File: src/design/clk_ctrl_pkg.sv
package clk_ctrl_pkg;

  // Clock sources, in the order of the source level vector.
  localparam int N_SRC = 7;
  typedef enum logic [2:0] {
    SRC_RING    = 3'h0,
    SRC_XTAL    = 3'h1,
    SRC_PLL_SYS = 3'h2,
    SRC_PLL_USB = 3'h3,
    SRC_GPIN0   = 3'h4,
    SRC_GPIN1   = 3'h5,
    SRC_SYS     = 3'h6
  } clk_src_t;

  // Generator indices.
  localparam int N_GEN   = 7;
  localparam int GEN_REF = 0;
  localparam int GEN_SYS = 1;
  localparam int GEN_RTC = 2;
  localparam int GEN_GP0 = 3;
  localparam int N_GPOUT = 4;

  // Permitted sources per generator, one bit per clk_src_t code.
  localparam logic [N_SRC-1:0] MASK_REF = 7'h33;
  localparam logic [N_SRC-1:0] MASK_SYS = 7'h3F;
  localparam logic [N_SRC-1:0] MASK_RTC = 7'h3B;
  localparam logic [N_SRC-1:0] MASK_GP  = 7'h7F;

  // Asynchronous input pins, in the order of the synchroniser vector.
  localparam int N_PIN     = 7;
  localparam int PIN_XIN   = 0;
  localparam int PIN_GPIN0 = 1;
  localparam int PIN_GPIN1 = 2;
  localparam int PIN_PLLS  = 3;
  localparam int PIN_PLLU  = 4;
  localparam int PIN_ALARM = 5;
  localparam int PIN_WAKE  = 6;

  // Widths and reset values.
  localparam int              DIV_W        = 8;
  localparam int              FC_W         = 16;
  localparam logic [DIV_W-1:0] RING_DIV_RST = 8'h01;

  // Timing, in nanoseconds, and the cycle counts derived from them.
  localparam int CLK_PERIOD_NS    = 100;
  localparam int FC_WINDOW_NS     = 100000;
  localparam int RESUS_TIMEOUT_NS = 10000;
  localparam int WAKE_SETTLE_NS   = 1000;
  localparam int FC_WINDOW_CYC    = FC_WINDOW_NS / CLK_PERIOD_NS;
  localparam int RESUS_CYC        = RESUS_TIMEOUT_NS / CLK_PERIOD_NS;
  localparam int WAKE_CYC         = WAKE_SETTLE_NS / CLK_PERIOD_NS;

  // Deep-stop sequencer, Gray coded along run, halt, deep, wake.
  typedef enum logic [1:0] {
    DS_RUN  = 2'b00,
    DS_HALT = 2'b01,
    DS_DEEP = 2'b11,
    DS_WAKE = 2'b10
  } deep_state_t;

  function automatic logic [N_SRC-1:0] gen_mask(input int g);
    if (g == GEN_REF) return MASK_REF;
    else if (g == GEN_SYS) return MASK_SYS;
    else if (g == GEN_RTC) return MASK_RTC;
    else return MASK_GP;
  endfunction

endpackage

File: src/design/clk_gen_unit.sv
`timescale 1ns/1ps
module clk_gen_unit #(
  parameter logic [clk_ctrl_pkg::N_SRC-1:0] SRC_MASK = 7'h7F,
  parameter int                             DW       = 8
) (
  // Clock and reset
  input  wire logic                           clk,
  input  wire logic                           rst,
  // Source levels and their rising-edge strobes
  input  wire logic [clk_ctrl_pkg::N_SRC-1:0] src_lvl,
  input  wire logic [clk_ctrl_pkg::N_SRC-1:0] src_rise,
  // Configuration
  input  clk_ctrl_pkg::clk_src_t              sel_req,
  input  wire logic [DW-1:0]                  div_req,
  input  wire logic                           enable,
  input  wire logic                           sleep_state,
  input  wire logic                           sleep_gate_en,
  input  wire logic                           force_en,
  input  clk_ctrl_pkg::clk_src_t              force_sel,
  // Generated clock and its current selection
  output logic                                gen_lvl,
  output clk_ctrl_pkg::clk_src_t              cur_sel
);
  import clk_ctrl_pkg::*;

  if (DW < 1 || DW > 16) begin : g_bad_dw
    $error("clk_gen_unit: DW must be 1 to 16");
  end

  clk_src_t      sel_q;
  logic [DW-1:0] div_q;
  logic [DW-1:0] cnt_q;
  logic          run_q;
  logic          armed_q;
  logic          lvl_q;

  wire clk_src_t eff_sel  = force_en ? force_sel : sel_req;
  wire logic     sel_ok   = SRC_MASK[eff_sel];
  wire logic     run_want = enable & ~(sleep_state & sleep_gate_en);
  wire logic     change   = (sel_ok && eff_sel != sel_q) || run_want != run_q
                            || div_req != div_q;
  // Changes land only in the low phase so no high pulse is cut short; a forced
  // recovery may not wait, since its old source may be stuck high.
  wire logic     apply    = change && (!lvl_q || force_en);
  wire logic     s_rise   = src_rise[sel_q];
  wire logic     last     = cnt_q == div_q - DW'(1);
  wire logic     bypass   = div_q == '0;
  wire logic     lvl_byp  = run_q & (armed_q | s_rise) & src_lvl[sel_q];
  wire logic     lvl_div  = (run_q && s_rise && last) ? ~lvl_q : lvl_q;

  always_ff @(posedge clk) begin
    if (rst) begin
      sel_q <= SRC_RING;
      div_q <= '0;
      run_q <= 1'b0;
    end else if (apply) begin
      sel_q <= sel_ok ? eff_sel : sel_q;
      div_q <= div_req;
      run_q <= run_want;
    end
  end

  always_ff @(posedge clk) begin
    if (rst || apply) begin
      cnt_q   <= '0;
      armed_q <= 1'b0;
      lvl_q   <= 1'b0;
    end else begin
      armed_q <= armed_q | s_rise;
      lvl_q   <= bypass ? lvl_byp : (run_q & lvl_div);
      if (run_q && s_rise && !bypass) begin
        cnt_q <= last ? '0 : cnt_q + DW'(1);
      end
    end
  end

  assign gen_lvl = lvl_q;
  assign cur_sel = sel_q;

endmodule // clk_gen_unit

File: src/design/chip_clock_source_control.sv
`timescale 1ns/1ps
// Contract
// - Generator selects source, divides, gates output.
// - Sleep state gates generator clocks automatically.
// - Ref, sys and RTC generators have their own source lists; the four GPIO generators share one.
// - Recovery restarts stopped system clock from ring.
// - Frequency counter measures any selected clock.
// - Deep stop halts all on-chip sources.
// - External clocks keep running through deep stop.
// - Alarm or GPIO event wakes deep stop.
// - Four generated clocks routable to GPIO pins.
// - Crystal is reference for both PLLs.
// - Ring oscillator starts alone at reset.
// - Sleep does not affect ring oscillator.
// - Ring halts in deep stop, keeps configuration.
// - Ring oscillator selectable by GPIO clock generators.
// - Crystal halts in deep stop, keeps configuration.
module chip_clock_source_control #(
  parameter int RESUS_CYCLES = clk_ctrl_pkg::RESUS_CYC,
  parameter int FC_CYCLES    = clk_ctrl_pkg::FC_WINDOW_CYC,
  parameter int WAKE_CYCLES  = clk_ctrl_pkg::WAKE_CYC
) (
  // Clock and reset
  input  wire logic                                  clk,
  input  wire logic                                  rst,
  // Asynchronous clock and event pins
  input  wire logic                                  xin_pin,
  input  wire logic                                  gpin0_pin,
  input  wire logic                                  gpin1_pin,
  input  wire logic                                  pll_sys_in,
  input  wire logic                                  pll_usb_in,
  input  wire logic                                  rtc_alarm_in,
  input  wire logic                                  gpio_wake_in,
  // Oscillator control
  input  wire logic                                  ring_stop_req,
  input  wire logic [clk_ctrl_pkg::DIV_W-1:0]        ring_div,
  input  wire logic                                  crystal_enable,
  output logic                                       ring_run,
  output logic                                       crystal_run,
  output logic                                       pll_ref_clk,
  // Generator configuration
  input  clk_ctrl_pkg::clk_src_t                     gen_sel [clk_ctrl_pkg::N_GEN],
  input  wire logic [clk_ctrl_pkg::DIV_W-1:0]        gen_div [clk_ctrl_pkg::N_GEN],
  input  wire logic [clk_ctrl_pkg::N_GEN-1:0]        gen_enable,
  input  wire logic [clk_ctrl_pkg::N_GEN-1:0]        gen_sleep_gate,
  input  wire logic                                  sleep_state,
  // Generated clocks
  output logic [clk_ctrl_pkg::N_GEN-1:0]             gen_clk,
  input  wire logic [clk_ctrl_pkg::N_GPOUT-1:0]      gpio_route_en,
  output logic [clk_ctrl_pkg::N_GPOUT-1:0]           gpio_clk_out,
  output logic [clk_ctrl_pkg::N_GPOUT-1:0]           gpio_clk_oe,
  // Deep stop
  input  wire logic                                  deep_stop_req,
  output logic                                       deep_stop_state,
  // Clock recovery
  input  wire logic                                  resus_clear,
  output logic                                       resus_active,
  // Frequency counter
  input  clk_ctrl_pkg::clk_src_t                     fc_sel,
  input  wire logic                                  fc_start,
  output logic                                       fc_busy,
  output logic                                       fc_done,
  output logic [clk_ctrl_pkg::FC_W-1:0]              fc_count
);
  import clk_ctrl_pkg::*;

  if (RESUS_CYCLES < 2 || FC_CYCLES < 1 || WAKE_CYCLES < 1) begin : g_bad_param
    $error("chip_clock_source_control: cycle counts out of range");
  end

  localparam int RC_W = $clog2(RESUS_CYCLES + 1);
  localparam int FW_W = $clog2(FC_CYCLES + 1);
  localparam int WK_W = $clog2(WAKE_CYCLES + 1);

  // ---------------------------------------------------------------------------
  // Pin synchronisers: the first stage feeds only the second.
  // ---------------------------------------------------------------------------
  logic [N_PIN-1:0] pin_s1_q;
  logic [N_PIN-1:0] pin_s2_q;
  wire  logic [N_PIN-1:0] pin_raw = {gpio_wake_in, rtc_alarm_in, pll_usb_in, pll_sys_in,
                                     gpin1_pin, gpin0_pin, xin_pin};

  always_ff @(posedge clk) begin
    if (rst) begin
      pin_s1_q <= '0;
      pin_s2_q <= '0;
    end else begin
      pin_s1_q <= pin_raw;
      pin_s2_q <= pin_s1_q;
    end
  end

  // ---------------------------------------------------------------------------
  // Deep-stop sequencer.
  // ---------------------------------------------------------------------------
  deep_state_t     ds_q;
  deep_state_t     ds_d;
  logic [WK_W-1:0] wake_cnt_q;

  wire logic wake_evt = pin_s2_q[PIN_ALARM] | pin_s2_q[PIN_WAKE];
  wire logic halted   = ds_q == DS_HALT || ds_q == DS_DEEP;
  wire logic wake_end = wake_cnt_q == WK_W'(WAKE_CYCLES - 1);

  always_comb begin
    ds_d = ds_q;
    unique case (ds_q)
      DS_RUN:  if (deep_stop_req) ds_d = DS_HALT;
      DS_HALT: ds_d = DS_DEEP;
      DS_DEEP: if (wake_evt) ds_d = DS_WAKE;
      DS_WAKE: if (wake_end) ds_d = DS_RUN;
    endcase
  end

  always_ff @(posedge clk) begin
    if (rst) begin
      ds_q       <= DS_RUN;
      wake_cnt_q <= '0;
    end else begin
      ds_q       <= ds_d;
      wake_cnt_q <= (ds_q == DS_WAKE) ? wake_cnt_q + WK_W'(1) : '0;
    end
  end

  assign deep_stop_state = ds_q != DS_RUN;

  // ---------------------------------------------------------------------------
  // Ring oscillator model: a divider of clk whose configuration is held
  // through deep stop, so it resumes at the same rate on wake.
  // ---------------------------------------------------------------------------
  logic [DIV_W-1:0] ring_div_q;
  logic [DIV_W-1:0] ring_cnt_q;
  logic             ring_lvl_q;
  logic             ring_run_q;
  logic             xtal_run_q;
  logic             resus_q;

  // Sleep is deliberately absent here: the ring keeps running in sleep.
  wire logic ring_on = (~ring_stop_req | resus_q) & ~halted;
  wire logic xtal_on = crystal_enable & ~halted;
  wire logic ring_wrap = ring_cnt_q >= ring_div_q;

  always_ff @(posedge clk) begin
    if (rst) begin
      ring_div_q <= RING_DIV_RST;
    end else if (ds_q == DS_RUN) begin
      ring_div_q <= ring_div;
    end
  end

  always_ff @(posedge clk) begin
    if (rst || !ring_run_q) begin
      ring_cnt_q <= '0;
      ring_lvl_q <= 1'b0;
    end else if (ring_wrap) begin
      ring_cnt_q <= '0;
      ring_lvl_q <= ~ring_lvl_q;
    end else begin
      ring_cnt_q <= ring_cnt_q + DIV_W'(1);
    end
  end

  always_ff @(posedge clk) begin
    if (rst) begin
      ring_run_q <= 1'b1;
      xtal_run_q <= 1'b0;
    end else begin
      ring_run_q <= ring_on;
      xtal_run_q <= xtal_on;
    end
  end

  assign ring_run    = ring_run_q;
  assign crystal_run = xtal_run_q;

  // ---------------------------------------------------------------------------
  // Source levels and edges. External pins other than XIN are never gated by deep stop.
  // ---------------------------------------------------------------------------
  logic [N_SRC-1:0] src_lvl;
  logic [N_SRC-1:0] src_prev_q;
  logic [N_SRC-1:0] src_rise;
  logic [N_GEN-1:0] gen_lvl;
  logic             pll_ref_q;

  always_comb begin
    src_lvl              = '0;
    src_lvl[SRC_RING]    = ring_lvl_q;
    src_lvl[SRC_XTAL]    = xtal_run_q & pin_s2_q[PIN_XIN];
    src_lvl[SRC_PLL_SYS] = pin_s2_q[PIN_PLLS];
    src_lvl[SRC_PLL_USB] = pin_s2_q[PIN_PLLU];
    src_lvl[SRC_GPIN0]   = pin_s2_q[PIN_GPIN0];
    src_lvl[SRC_GPIN1]   = pin_s2_q[PIN_GPIN1];
    src_lvl[SRC_SYS]     = gen_lvl[GEN_SYS];
  end

  assign src_rise = src_lvl & ~src_prev_q;

  always_ff @(posedge clk) begin
    if (rst) begin
      src_prev_q <= '0;
      pll_ref_q  <= 1'b0;
    end else begin
      src_prev_q <= src_lvl;
      pll_ref_q  <= src_lvl[SRC_XTAL];
    end
  end

  // Both PLLs share this reference; they stall with it in deep stop.
  assign pll_ref_clk = pll_ref_q;

  // ---------------------------------------------------------------------------
  // Clock generators. Only the system generator can be forced by recovery.
  // ---------------------------------------------------------------------------
  for (genvar g = 0; g < N_GEN; g++) begin : g_gen
    clk_gen_unit #(
      .SRC_MASK (gen_mask(g)),
      .DW       (DIV_W)
    ) u_gen (
      .clk           (clk),
      .rst           (rst),
      .src_lvl       (src_lvl),
      .src_rise      (src_rise),
      .sel_req       (gen_sel[g]),
      .div_req       (gen_div[g]),
      .enable        (gen_enable[g]),
      .sleep_state   (sleep_state),
      .sleep_gate_en (gen_sleep_gate[g]),
      .force_en      ((g == GEN_SYS) ? resus_q : 1'b0),
      .force_sel     (SRC_RING),
      .gen_lvl       (gen_lvl[g]),
      .cur_sel       ()
    );
  end

  assign gen_clk = gen_lvl;

  // ---------------------------------------------------------------------------
  // GPIO clock outputs.
  // ---------------------------------------------------------------------------
  logic [N_GPOUT-1:0] gp_oe_q;

  always_ff @(posedge clk) begin
    if (rst) begin
      gp_oe_q <= '0;
    end else begin
      gp_oe_q <= gpio_route_en;
    end
  end

  assign gpio_clk_out = gen_lvl[GEN_GP0 +: N_GPOUT];
  assign gpio_clk_oe  = gp_oe_q;

  // ---------------------------------------------------------------------------
  // Clock recovery: a system clock that is expected to run but shows no
  // rising edge for the timeout is forced onto the ring oscillator. The flag
  // stays until cleared; a new detection in the clear cycle wins.
  // ---------------------------------------------------------------------------
  logic [RC_W-1:0] resus_cnt_q;

  wire logic sys_rise   = gen_lvl[GEN_SYS] & ~src_prev_q[SRC_SYS];
  wire logic sys_expect = gen_enable[GEN_SYS] & ~(sleep_state & gen_sleep_gate[GEN_SYS])
                          & (ds_q == DS_RUN);
  wire logic resus_hit  = resus_cnt_q == RC_W'(RESUS_CYCLES - 1);

  always_ff @(posedge clk) begin
    if (rst || !sys_expect || sys_rise || resus_q) begin
      resus_cnt_q <= '0;
    end else if (!resus_hit) begin
      resus_cnt_q <= resus_cnt_q + RC_W'(1);
    end
  end

  always_ff @(posedge clk) begin
    if (rst) begin
      resus_q <= 1'b0;
    end else if (resus_hit && sys_expect && !sys_rise) begin
      resus_q <= 1'b1;
    end else if (resus_clear) begin
      resus_q <= 1'b0;
    end
  end

  assign resus_active = resus_q;

  // ---------------------------------------------------------------------------
  // Frequency counter: counts rising edges of the chosen source over a fixed
  // window. Edges above half the clk rate alias, which limits its range.
  // ---------------------------------------------------------------------------
  logic [FW_W-1:0] fc_win_q;
  logic [FC_W-1:0] fc_acc_q;
  logic [FC_W-1:0] fc_res_q;
  logic            fc_busy_q;
  logic            fc_done_q;
  clk_src_t        fc_sel_q;

  wire logic fc_edge = src_rise[fc_sel_q];
  wire logic fc_last = fc_win_q == FW_W'(FC_CYCLES - 1);
  wire logic fc_sat  = &fc_acc_q;

  always_ff @(posedge clk) begin
    if (rst) begin
      fc_busy_q <= 1'b0;
      fc_done_q <= 1'b0;
      fc_sel_q  <= SRC_RING;
      fc_win_q  <= '0;
      fc_acc_q  <= '0;
      fc_res_q  <= '0;
    end else begin
      fc_done_q <= fc_busy_q & fc_last;
      if (!fc_busy_q && fc_start) begin
        fc_busy_q <= 1'b1;
        fc_sel_q  <= fc_sel;
        fc_win_q  <= '0;
        fc_acc_q  <= '0;
      end else if (fc_busy_q) begin
        fc_win_q  <= fc_win_q + FW_W'(1);
        fc_acc_q  <= (fc_edge && !fc_sat) ? fc_acc_q + FC_W'(1) : fc_acc_q;
        if (fc_last) begin
          fc_busy_q <= 1'b0;
          fc_res_q  <= (fc_edge && !fc_sat) ? fc_acc_q + FC_W'(1) : fc_acc_q;
        end
      end
    end
  end

  assign fc_busy  = fc_busy_q;
  assign fc_done  = fc_done_q;
  assign fc_count = fc_res_q;

endmodule // chip_clock_source_control

File: config.mk
export PLATFORM = sky130hd
export DESIGN_NAME = chip_clock_source_control
export DESIGN_NICKNAME = d
export VERILOG_FILES = /design/src/design/clk_ctrl_pkg.sv /design/src/design/clk_gen_unit.sv /design/src/design/chip_clock_source_control.sv
export SDC_FILE = /design/constraint.sdc
export NUM_CORES = 1
export LEC_CHECK = 0
export BUFFER_PORTS_ARGS = -buffer_cell sky130_fd_sc_hd__buf_2
export CAP_MARGIN = 15
export CORE_UTILIZATION = 40
export DETAILED_ROUTE_END_ITERATION = 6
export PLACE_DENSITY = 0.64
export SETUP_SLACK_MARGIN = 0.5
export SYNTH_ARGS = -nofsm -noshare
export SYNTH_HDL_FRONTEND = slang
export SYNTH_SLANG_ARGS = --single-unit
File: constraint.sdc
create_clock -name clk -period 5.7 [get_ports clk]
set_input_delay 0.855 -clock clk [delete_from_list [all_inputs] [get_ports clk]]
set_output_delay 0.855 -clock clk [all_outputs]
set_load 0.01 [all_outputs]
==> results.txt <==
----------------------------------------------------
[Run status]
  Result of the run ... complete, but fails checks
  Violations in the final reports ... design-rule violations

[Route]
  Vias per cell ... about 5.4
  Mean routed wirelength per cell ... 15.1 µm
  Met3 WL ... 1770 µm
  DRC violation count after routing ... 20
  Detailed-route wire length ... approximately 35,000 µm
  Post-DRT Antenna Nets ... 0
  Post-Route M1 WL ... between 15,000 and 20,000 µm
  Wire length on met2 ... around 16,000 µm
  Uppermost layer routed ... met5
  Number of vias after detailed routing ... ~12,000
  Length of the first detailed-routing pass in iterations ... 7
  DRT iter0 DRCs ... around 720

[Min path]
  Worst hold start ... pin_s1_q[0]$_SDFF_PP0_
  Type of the tightest min-delay check ... reg -> reg
  Cells on Worst Hold Path ... 1
  Worst hold path endpoint ... pin_s2_q[0]$_SDFF_PP0_

[Worst setup path]
  Worst-path cell with the longest stage delay ... dfxtp_1
  Type of the worst setup path ... reg -> reg
  Cells along the critical path ... nand2b_1 > mux2_2 > mux4_2 > nor2_1 > nand4_1 > xor2_1 > nor2_1
  Endpoint type of the worst setup path ... flip-flop
  Arr. time, crit path ... between 3 and 4 ns
  Launching point of the worst reg2reg path ... g_gen[1].u_gen.gen_lvl$_SDFF_PP0_
  Category of the worst setup path launch point ... flip-flop
  Crit-path max FO ... 19
  Destination of the worst register-to-register timing path ... fc_acc_q[9]$_SDFFE_PP0P_
  Biggest cell delay along the critical path ... 0.79 ns
  Required time at the endpoint of the critical path ... 6.13 ns
  Slack of the worst reg-to-reg path ... roughly 2.4 ns
  Cell seen most often among critical-path stages ... nor2_1
  Cells on worst reg2reg path ... 7

[Logic synthesis]
  Gate count after technology mapping ... roughly 1,700
  Cell types with the largest area share after synthesis ... dfxtp_1 (35%), mux2i_1 (6.4%), xor2_1 (6.1%), nor2_1 (5.9%), xnor2_1 (5.9%)
  FF+latch count, synth ... approximately 260
  Synth top cells by count ... dfxtp_1 (259), nor2_1 (230), nand2_1 (102), xor2_1 (102), xnor2_1 (98)
  Area share of the leading cell type in the synthesized netlist ... 0.354
  Distinct cell type count of the synthesized netlist ... just under 90
  Cell taking the most area after synthesis ... dfxtp_1
  Post-synthesis instance area ... 0.0146 mm²
  Number of nets produced by synthesis ... 1,877
  Register area share after synthesis ... 0.354
  Fraction of registers with async set or reset after synthesis ... 0
  Synthesized area per cell ... ~8.5 µm²
  Most common cell in the netlist ... dfxtp_1
  Number of enable flip-flop cells after synthesis ... 0
  Synth warn ... 0
  Ys flop type ... dfxtp_1

[Cells and area]
  Final-stage net count ... approximately 2,000
  Share of cells above drive strength 1 ... 0.153
  Synthesis-to-finish area growth ... 13.8%

[STA]
  Worst slew slack as a fraction of its limit ... 0.250
  Transition time at the pin with the least slew margin ... 1.12 ns
  Count of endpoints failing setup in the final report ... 0
  Worst Hold Margin ... 0.443 ns
  Crit share post-route ... 0.585
  Max-slew violation total from the final report ... 0
  RSZ-0062 raised after global routing ... false
  Slack of the critical path ... ~2.4 ns
  Hold Violations, Final ... 0
  Highest clock frequency the design can meet ... 300 MHz
  Post-layout min period ... 3.33 ns
  Post-route clock skew ... roughly 0.023 ns
  TNS Setup ... 0 ns

[Pwr]
  Worst supply voltage drop on vdd ... 0.239 mV
  P per Cell Area ... approximately 260 mW/mm²
  Cell leakage power ... approximately 0.0066 µW
  Overall power of the completed layout ... approximately 4400 µW

[Global routing]
  Overall global routing resource usage ... 0.183
  Antenna violations before repair ... 7
  Remaining global-route overflow ... 0
  First-pass GRT wire length ... 57,600 µm
  Via count of the first global-routing pass ... between 10,000 and 15,000
  Pin count of the biggest net entering global routing ... 56

[Clocking]
  Number of buffers created by CTS ... 31
  Buffer levels on the longest clock path ... 3
  Buffer type at the clock tree root ... clkbuf_16
  CTS clock-pin slew for the worst setup and hold paths ... around 0.060 ns
  CTS tree ... done
  Total setup buffers inserted after CTS ... 0
  Clock insertion delay at the later pin of the skew report ... 0.57 ns
  Resized Gates After CTS ... 0
  Clk sink count ... 259
  Post-CTS Hold Fix Bufs ... 0
  Max H-tree Level ... 1

[Die]
  Die Y-Extent ... about 190 µm
  Placeable core area ... 0.0357 mm²
  Floorplan row count ... between 60 and 70
  Die area ... ~0.037 mm²
  Count of boundary I/O pins ... 159
  Horiz. Die Dim ... around 190 µm
  Initial Util ... 0.409

[Job]
  Number of max-cap violations ... 0

[Placement]
  Sum of net half-perimeters after detailed placement ... approximately 25,000 µm
  Port bufs ... between 150 and 200
  Placer congestion estimate ... between 0.8 and 0.9
  Placement-stage worst setup slack ... 2.11 ns

----------------------------------------------------
## final cells by class
| cell class | instances | area (µm²) |
|---|---|---|
| tap | 461 | 577 |
| antenna | 5 | 12.5 |
| multi-input combinational | 1308 | 8800 |
| sequential | 259 | 5180 |
| clock buffer | 41 | 863 |
| fill | 3446 | 19100 |
| clock inverter | 17 | 156 |
| timing repair buffer | 166 | 853 |
| inverter | 55 | 206 |
## metrics by stage
| stage | instances | util | cell area, µm² |
|---|---|---|---|
| global route | 2311 | 0.466 | 16700 |
| finish | 2312 | 0.466 | 16700 |
| global placement | 2248 | 0.437 | 15600 |
| CTS | 2306 | 0.465 | 16600 |
| floorplan | 1721 | - | 14600 |
| detailed placement | 2248 | 0.437 | 15600 |
## cells by family after synthesis
family,synth area share
DFF,0.354
xor gates and xnor gates,0.120
muxes,0.0882
buffers and inverters,0.0447
and+or+nand+nor,0.248
adders and majority gates,0.0299
AOI/OAI and AO/OA,0.115
## flip-flops by register name, indices dropped and copies added (netlist names), 8 cells and up
name	cells
g_gen.u_gen.cnt_q	56
g_gen.u_gen.div_q	56
g_gen.u_gen.cur_sel	21
fc_acc_q	16
fc_count	16
fc_win_q	10
ring_cnt_q	8
ring_div_q	8
## power breakdown
| group | total (µW) | leakage [µW] | internal [µW] | switching, µW |
|---|---|---|---|---|
| clock network | 1960 | 0.000497 | 1150 | 805 |
| logic | 450 | 0.00403 | 214 | 236 |
| registers | 1960 | 0.00212 | 1870 | 90.4 |
## placed cells by master (no fill, tap or decap), drive strengths merged, types with 9 or more instances in the layout
master / count
dfxtp: 259
nor2: 231
buf: 166
xor2: 102
nand2: 102
xnor2: 98
mux2i: 94
a21oi: 87
nand3: 74
o21ai: 62
inv: 55
clkbuf: 41
nor3: 36
nor2b: 35
ha: 35
and3: 31
nand3b: 29
nand2b: 29
nor4: 28
nand4: 20
a31oi: 18
or2: 15
or3: 15
mux4: 12
clkinv: 11
a21boi: 10
a21o: 10
or4: 9
## worst max-delay path by stage
stage | slack (ns) | depth (start not counted) | startpoint | end
finish | 2.37 | 7 | g_gen[1].u_gen.gen_lvl$_SDFF_PP0_ | fc_acc_q[9]$_SDFFE_PP0P_
global placement | 2.17 | 8 | sleep_state | g_gen[3].u_gen.cnt_q[7]$_SDFFE_PP0P_
global route | 2.22 | 7 | g_gen[1].u_gen.gen_lvl$_SDFF_PP0_ | fc_acc_q[0]$_SDFFE_PP0P_
CTS | 2.44 | 7 | g_gen[1].u_gen.gen_lvl$_SDFF_PP0_ | fc_acc_q[9]$_SDFFE_PP0P_
floorplan | 3.01 | 8 | gen_div[28] | g_gen[3].u_gen.cnt_q[7]$_SDFFE_PP0P_
detailed placement | 2.11 | 8 | sleep_state | g_gen[3].u_gen.cnt_q[7]$_SDFFE_PP0P_
## per-layer routing
layer,track usage,up-vias
li1,-,6190
met1,0.248,5838
met2,0.296,310
met3,0.0298,62
met4,0.0584,4
met5,0,-
## worst max-delay path: cells and delay by family, from the launching register on
| family | cells | cell delay [ns] |
|---|---|---|
| muxes | 2 | 0.89 |
| and+or+nand+nor | 4 | 1.31 |
| DFF | 1 | 0.79 |
| xor gates and xnor gates | 1 | 0.19 |
Note: power is estimated with default switching activity, not from simulation.
